### src/cfsi_pkg.sv
// Purpose: shared constants and types for the can fifo status and flag block
// Assumes: one clock, synchronous active-low reset
// Notes: register offsets are word indices on the plain register port
package cfsi_pkg;
	// ****************************************
	// register map
	// ****************************************
	localparam logic [3:0] ADDR_FIFO_PTR = 4'h0;
	localparam logic [3:0] ADDR_INT_FLAGS = 4'h1;
	localparam logic [3:0] ADDR_ERR_CNT = 4'h2;
	localparam logic [15:0] RESET_VALUE = 16'h0000;
	// ****************************************
	// field positions
	// ****************************************
	localparam int CUR_PTR_LSB = 8;
	localparam int NEXT_PTR_LSB = 0;
	localparam int BIT_TX_BUS_OFF = 13;
	localparam int BIT_TX_PASSIVE = 12;
	localparam int BIT_RX_PASSIVE = 11;
	localparam int BIT_TX_WARNING = 10;
	localparam int BIT_RX_WARNING = 9;
	localparam int BIT_ANY_WARNING = 8;
	localparam int BIT_INVALID = 7;
	localparam int BIT_WAKEUP = 6;
	localparam int BIT_ERROR = 5;
	localparam int BIT_ALMOST_FULL = 3;
	localparam int BIT_RX_OVERFLOW = 2;
	localparam int BIT_RX_BUFFER = 1;
	localparam int BIT_TX_BUFFER = 0;
	localparam logic [7:0] FLAG_MASK = 8'hef;
	// ****************************************
	// error thresholds and pointer limit
	// ****************************************
	localparam logic [8:0] WARN_LIMIT = 9'h060;
	localparam logic [8:0] PASSIVE_LIMIT = 9'h080;
	localparam logic [8:0] BUS_OFF_LIMIT = 9'h100;
	localparam logic [5:0] PTR_MAX = 6'h1f;

	typedef struct packed {
		logic invalid_msg;
		logic wakeup;
		logic rx_almost_full;
		logic rx_overflow;
		logic rx_done;
		logic tx_done;
	} cfsi_event_type;

	typedef struct packed {
		logic [5:0] cur_ptr;
		logic [5:0] next_ptr;
	} cfsi_ptr_type;

	typedef struct packed {
		logic [3:0] addr;
		logic [15:0] wdata;
		logic wr;
		logic rd;
	} cfsi_bus_type;
endpackage : cfsi_pkg

### src/cfsi_top.sv
// Purpose: can fifo pointer status, error state and sticky event flags
// Assumes: event inputs are one-cycle pulses on MCLK; wake-up is a pin level
// Notes: flags clear by writing zero; set wins over a same-cycle clear
import cfsi_pkg::*;

// Functional notes
// read-only current fifo buffer pointer, bits 13:8
// read-only next read pointer, bits 5:0
// bit 13 shows transmitter bus-off
// bit 12 shows transmitter error-passive
// bit 11 shows receiver error-passive
// bit 10 shows transmitter error-warning
// bit 9 shows receiver error-warning
// bit 8 ors both warning states
// flags sticky; write zero clears, one ignored
// bit 7 set on invalid message
// bit 6 set on bus wake-up
// bit 5 set when an error-state bit rises
// bit 3 set on fifo almost full
// bit 2 set on receive overflow
// unused bits read as zero
// bit 1 rx received, bit 0 tx done
// states from counters at 96/128/256
module cfsi_top (
	input wire logic MCLK,
	input wire logic RST_N,
	input wire logic [3:0] ADDR,
	input wire logic [15:0] WDATA,
	input wire logic WR,
	input wire logic RD,
	output logic [15:0] RDATA,
	input wire cfsi_pkg::cfsi_ptr_type PTRS,
	input wire logic [8:0] TX_ERR_CNT,
	input wire logic [8:0] RX_ERR_CNT,
	input wire logic INVALID_MSG,
	input wire logic BUS_WAKE_PIN,
	input wire logic RX_ALMOST_FULL,
	input wire logic RX_OVERFLOW,
	input wire logic RX_DONE,
	input wire logic TX_DONE,
	output logic [5:0] ERR_STATE,
	output logic [7:0] FLAGS
);
	import cfsi_pkg::*;

	// ****************************************
	// state
	// ****************************************
	typedef struct packed {
		logic [15:0] rdata;
		logic [7:0] flags;
		logic [5:0] err_prev;
		logic wake_prev;
		logic almost_prev;
		cfsi_ptr_type ptrs;
	} cfsi_st_type;

	cfsi_st_type s_q, s_d;
	logic [5:0] err_state;
	logic wake_lvl;

	cfsi_err_state u_err (
		.clk(MCLK),
		.rst_n(RST_N),
		.tx_cnt(TX_ERR_CNT),
		.rx_cnt(RX_ERR_CNT),
		.state(err_state)
	);

	// wake-up arrives from the bus pin, so it is synchronised first
	cfsi_sync #(.W(1)) u_wake (
		.clk(MCLK),
		.rst_n(RST_N),
		.din(BUS_WAKE_PIN),
		.dout(wake_lvl)
	);

	function automatic logic [5:0] clip_ptr(input logic [5:0] p);
		// codes above buffer 31 are not defined; clamp them
		clip_ptr = (p > PTR_MAX) ? PTR_MAX : p;
	endfunction : clip_ptr

	// ****************************************
	// next state
	// ****************************************
	always_comb begin
		logic [7:0] set_v;
		logic [7:0] clr_v;
		set_v = '0;
		clr_v = '0;
		s_d = s_q;
		s_d.ptrs.cur_ptr = clip_ptr(PTRS.cur_ptr);
		s_d.ptrs.next_ptr = clip_ptr(PTRS.next_ptr);
		s_d.err_prev = err_state;
		s_d.wake_prev = wake_lvl;
		s_d.almost_prev = RX_ALMOST_FULL;
		set_v[BIT_INVALID] = INVALID_MSG;
		set_v[BIT_WAKEUP] = wake_lvl & ~s_q.wake_prev;
		set_v[BIT_ERROR] = |(err_state & ~s_q.err_prev);
		set_v[BIT_ALMOST_FULL] = RX_ALMOST_FULL & ~s_q.almost_prev;
		set_v[BIT_RX_OVERFLOW] = RX_OVERFLOW;
		set_v[BIT_RX_BUFFER] = RX_DONE;
		set_v[BIT_TX_BUFFER] = TX_DONE;
		if (WR && ADDR == ADDR_INT_FLAGS) begin
			clr_v = ~WDATA[7:0];
		end
		// a new event beats a clear in the same cycle
		s_d.flags = ((s_q.flags & ~clr_v) | set_v) & FLAG_MASK;
		s_d.rdata = RESET_VALUE;
		if (RD) begin
			case (ADDR)
				ADDR_FIFO_PTR: begin
					s_d.rdata = {2'h0, s_q.ptrs.cur_ptr, 2'h0, s_q.ptrs.next_ptr};
				end
				ADDR_INT_FLAGS: begin
					s_d.rdata = {2'h0, err_state, s_q.flags};
				end
				ADDR_ERR_CNT: begin
					s_d.rdata = {7'h00, TX_ERR_CNT};
				end
				default: begin
					s_d.rdata = RESET_VALUE;
				end
			endcase
		end
	end

	always_ff @(posedge MCLK) begin
		if (!RST_N) begin
			s_q <= '0;
		end else begin
			s_q <= s_d;
		end
	end

	// ****************************************
	// outputs
	// ****************************************
	assign RDATA = s_q.rdata;
	assign FLAGS = s_q.flags;
	assign ERR_STATE = s_q.err_prev;
endmodule : cfsi_top

### src/cfsi_err_state.sv
// Purpose: error-confinement state from tx and rx error counters
// Assumes: counters are same-clock values, saturated by the caller
// Notes: six state bits, registered
module cfsi_err_state (
	input wire logic clk,
	input wire logic rst_n,
	input wire logic [8:0] tx_cnt,
	input wire logic [8:0] rx_cnt,
	output logic [5:0] state
);
	import cfsi_pkg::*;
	typedef struct packed {
		logic [5:0] st;
	} cfsi_es_type;
	cfsi_es_type s_q, s_d;
	always_comb begin
		s_d = s_q;
		s_d.st[5] = (tx_cnt >= BUS_OFF_LIMIT);
		s_d.st[4] = (tx_cnt >= PASSIVE_LIMIT) && (tx_cnt < BUS_OFF_LIMIT);
		s_d.st[3] = (rx_cnt >= PASSIVE_LIMIT);
		s_d.st[2] = (tx_cnt >= WARN_LIMIT);
		s_d.st[1] = (rx_cnt >= WARN_LIMIT);
		s_d.st[0] = s_d.st[2] | s_d.st[1];
	end
	always_ff @(posedge clk) begin
		if (!rst_n) begin
			s_q <= '0;
		end else begin
			s_q <= s_d;
		end
	end
	assign state = s_q.st;
endmodule : cfsi_err_state

### src/cfsi_sync.sv
// Purpose: two-stage synchroniser for pin-level inputs
// Assumes: inputs are levels from outside the clock domain
// Notes: first stage is read only by the second
module cfsi_sync #(
	parameter int W = 1
) (
	input wire logic clk,
	input wire logic rst_n,
	input wire logic [W-1:0] din,
	output logic [W-1:0] dout
);
	typedef struct packed {
		logic [W-1:0] s1;
		logic [W-1:0] s2;
	} cfsi_sy_type;
	cfsi_sy_type s_q, s_d;
	always_comb begin
		s_d.s1 = din;
		s_d.s2 = s_q.s1;
	end
	always_ff @(posedge clk) begin
		if (!rst_n) begin
			s_q <= '0;
		end else begin
			s_q <= s_d;
		end
	end
	assign dout = s_q.s2;
endmodule : cfsi_sync

### config.mk
export PLATFORM = sky130hd
export DESIGN_NAME = cfsi_top
export DESIGN_NICKNAME = d
export VERILOG_FILES = /design/src/cfsi_pkg.sv /design/src/cfsi_top.sv /design/src/cfsi_err_state.sv /design/src/cfsi_sync.sv
export SDC_FILE = /design/constraint.sdc
export NUM_CORES = 1
export LEC_CHECK = 0
export BUFFER_PORTS_ARGS = -buffer_cell sky130_fd_sc_hd__buf_4
export CORE_ASPECT_RATIO = 0.75
export CORE_MARGIN = 10
export CORE_UTILIZATION = 24
export CTS_CLUSTER_DIAMETER = 50
export DETAILED_ROUTE_END_ITERATION = 10
export SYNTH_ARGS = -nofsm -noshare
export SYNTH_HDL_FRONTEND = slang
export SYNTH_SLANG_ARGS = --single-unit
### constraint.sdc
create_clock -name MCLK -period 1.95 [get_ports MCLK]
set_input_delay 0.0975 -clock MCLK [delete_from_list [all_inputs] [get_ports MCLK]]
set_output_delay 0.0975 -clock MCLK [all_outputs]
set_load 0.05 [all_outputs]
==> results of run 1 <==
==> flip-flops by register name, summed over array words and instances, names as in the netlist <==
| signal | count |
|---|---|
| FLAGS | 7 |
| u_err.state | 6 |
| ERR_STATE | 6 |
| u_wake.s_d | 1 |
| u_wake.dout | 1 |
| s_q | 14 |
| RDATA | 14 |
==> power groups by stage <==
stage / Clock [mW] / Sequential [mW] / Combinational (mW)
2_1_floorplan: 0 / 1.09 / 0.212
3_3_place_gp: 0 / 1.09 / 0.305
3_5_place_dp: 0 / 1.09 / 0.307
4_1_cts: 0.637 / 1.07 / 0.326
5_1_grt: 0.688 / 1.08 / 0.350
6_report: 0.614 / 1.07 / 0.321
==> stage by stage <==
| stage | hold slack, ns | utilization [%] | power [mW] | worst slack, ns | area [um2] |
|---|---|---|---|---|---|
| final | 0.007026 | 33.57 | 2.005 | 0.7451 | 2517 |
| after global routing | 0.003863 | 33.57 | 2.115 | 0.7135 | 2517 |
| after CTS | 0.002241 | 33.57 | 2.034 | 0.7476 | 2517 |
| after detailed placement | 0.2857 | 30.81 | 1.402 | 0.5606 | 2311 |
| after global placement | 0.2938 | 30.81 | 1.398 | 0.5665 | 2311 |
| after floorplan | 0.1690 | - | 1.299 | 0.7887 | 1902 |
==> cell usage after synthesis, drive strengths merged <==
library cell	n
dfxtp	49
buf	33
nor2	16
mux2i	12
o21a	11
and2	9
nand2	9
a21oi	8
inv	8
o21ai	6
clkbuf	5
or2	5
nor2b	4
o22ai	3
a211oi	2
a22oi	2
a2bb2oi	2
o311ai	2
conb	1
nand4	1
nand4b	1
nor3	1
o31a	1
o41a	1
or3	1
==> routing by layer <==
| metal | wire (um) | track usage (%) |
|---|---|---|
| met5 | 0 | 0 |
| met4 | 73 | 3.501 |
| met3 | 295 | 2.897 |
| met2 | 2094 | 12.44 |
| met1 | 2321 | 10.05 |
==> logic make-up after synthesis <==
kind of cell / Yosys count
other: 1
flip-flops: 49
AO/OA/AOI/OAI: 38
AND/OR/NAND/NOR: 47
buffers and inverters: 46
multiplexers: 12
==> worst min path at each step <==
| stage | from | endpoint | cells after the start |
|---|---|---|---|
| final | PTRS[10] | s_q[10]$_SDFF_PN0_ | 2 |
| after global routing | PTRS[9] | s_q[9]$_SDFF_PN0_ | 2 |
| after CTS | PTRS[10] | s_q[10]$_SDFF_PN0_ | 2 |
| after detailed placement | TX_ERR_CNT[8] | u_err.state[4]$_SDFF_PN0_ | 2 |
| after global placement | PTRS[1] | s_q[1]$_SDFF_PN0_ | 2 |
| after floorplan | TX_ERR_CNT[8] | u_err.state[4]$_SDFF_PN0_ | 1 |
==> worst max-delay path, cell delays in order <==
cell	delay [ns]
dlygate4sd3_1	0.56
buf_4	0.15
a211oi_1	0.20
nor2b_1	0.10
or2_2	0.29
==> timing repair <==
item,4_1_cts,5_1_grt
hold buffers,11,0
endpoints found under the hold margin,11,0
resized for setup,0,0
setup endpoints to repair,0,0
==> layout make-up <==
type                    instances  share of cell area (%)
clock inverters                 2                  0.5467
clock buffers                   6                   3.280
repair buffers                 83                   25.84
flip-flops and latches         49                   38.97
multi-input cells             102                   25.15
well taps                     101                   5.020
inverters                       8                   1.193
==> impl_metrics.csv, run 1 <==
group,metric,value,unit
power,p_clk_share,30.6,%
sta,grt_setup_unrepaired,"no",
yosys,yosysTopAreaCellShare,51.99,%
global_routing,grt.total_usage,8.150,%
drt,via_per_inst,3.795,
global_routing,antenna_found_initial,0,
global_routing,grt_pass1_wl,7596,um
drt,wl_per_cell,13.63,um
yosys,synthDistinctLibCells,28,
cells_and_area,seqCellArea,980.9,um2
die,fp-row-count,27,
cells_and_area,final_cells,351,
setup_path,crit_path_start,"TX_ERR_CNT[8]",
cells_and_area,diodes,0,
die,die_h,96.79,um
clock_network,post_cts_buffers,0,
setup_path,crit_required,2.14,ns
sta,timing.fmax,0.8300,GHz
drt,antenna_left,0,
clock_network,cts_sinks,49,
yosys,avgSynthCellArea,9.776,um2
drt,routed_wl,4784,um
cells_and_area,multi_input_area,633.1,um2
yosys,synthAdderAreaFrac,0,%
placed_design,dp_hpwl,3902,um
power,max-vdd-ir-drop,0.2578,mV
yosys,synth-seq-cells,49,
cells_and_area,final_common_cell,"buf_4",
yosys,synthTopCellsByArea,"dfxtp_1, buf_4, mux2i_1, o21a_1, nor2_1",
hold_path,min_path_type,"in -> reg",
run,cap_violations,0,
placed_design,routabilityCongestion,0.7592,
setup_path,worstReg2RegStart,"u_err.state[2]$_SDFF_PN0_",
drt,firstDrtPassIters,4,
setup_path,path_class,"in -> reg",
clock_network,cts_buffers,5,
yosys,netlist_area,1887,um2
cells_and_area,area_delta_synth_final,33.42,%
setup_path,crit_end,"u_err.state[0]$_SDFF_PN0_",
run_status,status,"complete, no violations",
die,core,7500,um2
yosys,synthMuxAreaShare,6.366,%
yosys,synth_top_family_by_area,"buffers and inverters",
yosys,synthCells,193,
die,dieArea,11840,um2
cells_and_area,most-common-layout-cells,"buf_4, dfxtp_1, nor2_1",
yosys,ys_warn_count,0,
placed_design,port_buffers,72,
global_routing,overflow,0,
cells_and_area,drive_above_1_share,34.40,%
setup_path,critPathCaptureType,"register",
clock_network,cts.path.max_buffers,2,
yosys,synthXorXnorAreaFrac,0,%
clock_network,clkLatencyLatePin,0.30,ns
yosys,yosysSeqAreaShare,51.99,%
power,p_sw_share,26.00,%
clock_network,cts.clk_slew.worst_paths,0.09,ns
sta,hold_viol_final,0,
yosys,synthSimpleGateAreaFrac,12.60,%
power,power_frac_comb,16.0,%
yosys,synth_compound_area_share,13.59,%
global_routing,grt_pass1_vias,1407,
sta,finalSetupTns,0,ns
drt,num_vias,1332,
sta,slew_headroom,65.98,%
power,seq_power_share,53.4,%
die,die_width,122.4,um
clock_network,cts-root-buf,"clkbuf_8",
sta,worstMarginPinSlew,0.5092,ns
sta,finalSetupViolCount,0,
sta,fin_crit,1.205,ns
cells_and_area,fin_nets,309,
global_routing,grt_max_degree,35,
yosys,synth_largest_area_cell,"dfxtp_1",
power,p_per_area,796.5,nW/um2
drt,drt-initial-drc-count,25,
power,internal-power,1.484,mW
placed_design,dp_cells,332,
setup_path,cp-start-kind,"primary input",
setup_path,cp.arrival,1.40,ns
power,power.leakage,1.139,nW
clock_network,cts_tree,"built",
setup_path,reg2reg_slack,0.95,ns
drt,drc,0,
cells_and_area,nFillCells,797,
sta,skew,0.01065,ns
sta,drv_slew,0,
die,start_util,25.16,%
clock_network,h-tree-depth,2,
setup_path,ff2ff_path_depth,3,
sta,finalCritPeriodShare,61.79,%
die,io_pins,90,
setup_path,crit_fanout,4,
power,p_sw,521.3,uW
setup_path,worstReg2RegEnd,"FLAGS[5]$_SDFF_PN0_",
Power figures use the tool's default switching activity.
==> inputs of run 2 (changes only) <==
--- a/config.mk
+++ b/config.mk
@@ -5,6 +5,7 @@
 export SDC_FILE = /design/constraint.sdc
 export NUM_CORES = 1
 export LEC_CHECK = 0
+export ABC_AREA = 1
 export BUFFER_PORTS_ARGS = -buffer_cell sky130_fd_sc_hd__buf_4
 export CORE_ASPECT_RATIO = 0.75
 export CORE_MARGIN = 10
==> constraint.sdc (replaced) <==
create_clock -name MCLK -period 1.25 [get_ports MCLK]
set_input_delay 0.0625 -clock MCLK [delete_from_list [all_inputs] [get_ports MCLK]]
set_output_delay 0.0625 -clock MCLK [all_outputs]
set_load 0.05 [all_outputs]
==> run 2 against run 1 <==
Against the previous run:
- the run now ends with hold timing left
- die area is 4.9% higher
- total power is 56% higher
- global-route usage is 0.84 points higher
- hold slack worse by 0.015 ns
- critical endpoint is now FLAGS[2]
- largest power group unchanged
- clock-buffer cell count stayed put
- clock power is 50% higher
==> impl_metrics.csv, run 2 <==
group,metric,value,unit
run_status,status,"finished with violations",
run_status,violations,"hold timing",
die,fp-row-count,28,
hold_path,min_path_type,"in -> reg",
sta,fin_crit,1.017,ns
yosys,synthTopCellsByArea,"dfxtp_1, buf_4, nand2_1, inv_1, nor2_1",
cells_and_area,diodes,0,
sta,grt_setup_unrepaired,"no",
sta,hold_ws,-0.008313,ns
yosys,synth_edf_count,0,
global_routing,grt_pass1_vias,1728,
cells_and_area,fin_nets,390,
power,p_per_area,1143,nW/um2
cells_and_area,final_common_cell,"buf_4",
drt,num_vias,1678,
setup_path,crit_fanout,3,
run,cap_violations,0,
sta,finalSetupViolCount,0,
die,start_util,25.05,%
yosys,netlist_area,2001,um2
global_routing,grt_max_degree,16,
setup_path,cp_slowest_cell,"dfxtp_1",
setup_path,cp-start-kind,"register",
sta,timing.fmax,0.9833,GHz
die,dieArea,12430,um2
cells_and_area,fin_util,34.26,%
placed_design,dp_hpwl,4365,um
power,power,3.127,mW
yosys,avgSynthCellArea,7.695,um2
clock_network,cts-root-buf,"clkbuf_8",
cells_and_area,drive_above_1_share,28.70,%
setup_path,worstReg2RegStart,"ERR_STATE[1]$_SDFF_PN0_",
yosys,yosysSeqAreaShare,49.03,%
global_routing,grt.total_usage,8.990,%
sta,drv_slew,0,
global_routing,overflow,0,
setup_path,crit_required,1.19,ns
sta,hold_viol_final,1,
placed_design,routabilityCongestion,0.7638,
die,core,7988,um2
drt,firstDrtPassIters,4,
drt,antenna_left,0,
yosys,yosysTopAreaCellShare,49.03,%
clock_network,cts.clk_slew.worst_paths,0.09,ns
sta,finalSetupTns,0,ns
yosys,ys_async_sr_fraction,0,%
yosys,synthCells,260,
clock_network,h-tree-depth,2,
cells_and_area,most-common-layout-cells,"buf_4, nand2_1, dfxtp_1",
sta,finalCritPeriodShare,81.36,%
clock_network,post_cts_buffers,0,
clock_network,clkLatencyLatePin,0.30,ns
sta,skew,0.009088,ns
yosys,synthTopCellsByCount,"nand2_1, dfxtp_1, inv_1, nor2_1, buf_4",
die,die_h,99.07,um
setup_path,max_stage_delay,0.42,ns
global_routing,antenna_found_initial,0,
clock_network,cts_buffers,5,
setup_path,crit_chain,"buf_4",
cells_and_area,area_delta_synth_final,36.77,%
setup_path,path_buf_inv,1,
placed_design,port_buffers,72,
power,power.leakage,1.404,nW
setup_path,critPathCaptureType,"output port",
yosys,ys_warn_count,0,
drt,drt-initial-drc-count,31,
setup_path,path_class,"reg -> out",
global_routing,grt_pass1_wl,8894,um
setup_path,crit_path_start,"FLAGS[2]$_SDFF_PN0_",
drt,via_per_inst,3.849,
drt,routed_wl,5596,um
yosys,synthDistinctLibCells,19,
setup_path,cp.arrival,0.95,ns
power,max-vdd-ir-drop,0.5304,mV
yosys,synth_largest_area_cell,"dfxtp_1",
drt,wl_per_cell,12.83,um
yosys,synth-seq-cells,49,
drt,drc,0,
cells_and_area,nFillCells,863,
yosys,synth.most_common_cell,"nand2_1",
clock_network,cts_tree,"built",
yosys,synth-main-ff-cell,"dfxtp_1",
die,io_pins,90,
clock_network,cts_sinks,49,
clock_network,cts.path.max_buffers,2,
hold_path,hold_start,"RX_ERR_CNT[7]",
setup_path,cp_top_family,"flip-flops",
die,die_width,125.4,um
run 2: cell count changes in the layout (fill, tap and decap cells not counted), sizes merged, moves of 7 or more:
cell,change
and2,-9
dlygate4sd3,+7
inv,+31
mux2i,-12
nand2,+46
nand3,+18
nor2,+20
o21a,-11
run 2: timing repair:
item,4_1_cts,5_1_grt
endpoints found under the setup margin,0,1
resized for setup,0,2
hold endpoints to repair,19,0
hold buffers,19,0
run 2: kinds of logic (layout without fill, tap and decap cells):
logic type | Yosys count | in the layout | synth area share, %
DFF | 49 | 49 | 49.03
and+or+nand+nor | 118 | 118 | 25.58
AOI/OAI and AO/OA | 17 | 17 | 4.565
other | 1 | 5 | 0.1874
buffers and inverters | 75 | 142 | 20.64
run 2: stage by stage:
step | area [um2] | instances | setup slack, ns
final | 2736 | 436 | 0.2331
after global routing | 2736 | 436 | 0.1709
after CTS | 2739 | 437 | 0.01446
after detailed placement | 2462 | 410 | 0.1048
after global placement | 2462 | 410 | 0.1245
after floorplan | 2016 | 264 | 0.4569
run 2: path summary, 6_finish.rpt:
check                               to  cells past startpoint  slack [ns]
min          u_err.state[3]$_SDFF_PN0_                      3      -0.008
max                           FLAGS[2]                      1        0.23
max reg2reg        FLAGS[5]$_SDFF_PN0_                      7        0.38
min reg2reg     u_wake.dout$_SDFF_PN0_                      2        0.42
run 2: final cells by class:
type / instances / area [um2] / area share (%)
clock buffer: 6 / 72.57 / 2.652
clock inverter: 2 / 13.76 / 0.5030
inverter: 38 / 142.6 / 5.213
multi-input combinational: 140 / 629.4 / 23.00
sequential: 49 / 980.9 / 35.85
tap: 105 / 131.4 / 4.801
timing repair buffer: 96 / 765.7 / 27.98
run 2: power by group:
| group | switching (mW) | leakage (nW) | internal [mW] | total (mW) |
|---|---|---|---|---|
| Combinational | 0.303 | 0.953 | 0.228 | 0.531 |
| Clock | 0.520 | 0.0456 | 0.399 | 0.920 |
| Sequential | 0.0408 | 0.405 | 1.63 | 1.68 |
| Total | 0.864 | 1.40 | 2.26 | 3.13 |
run 2: metal layers:
layer  share of wire, %  vias up  track usage, %  wire, um
li1                   -      896               -         -
met4                1.6        0           3.004        91
met5                  0        -               0         0
met1                 47      712           10.75      2613
met2                 44       61           14.01      2445
met3                8.0        9           4.069       445
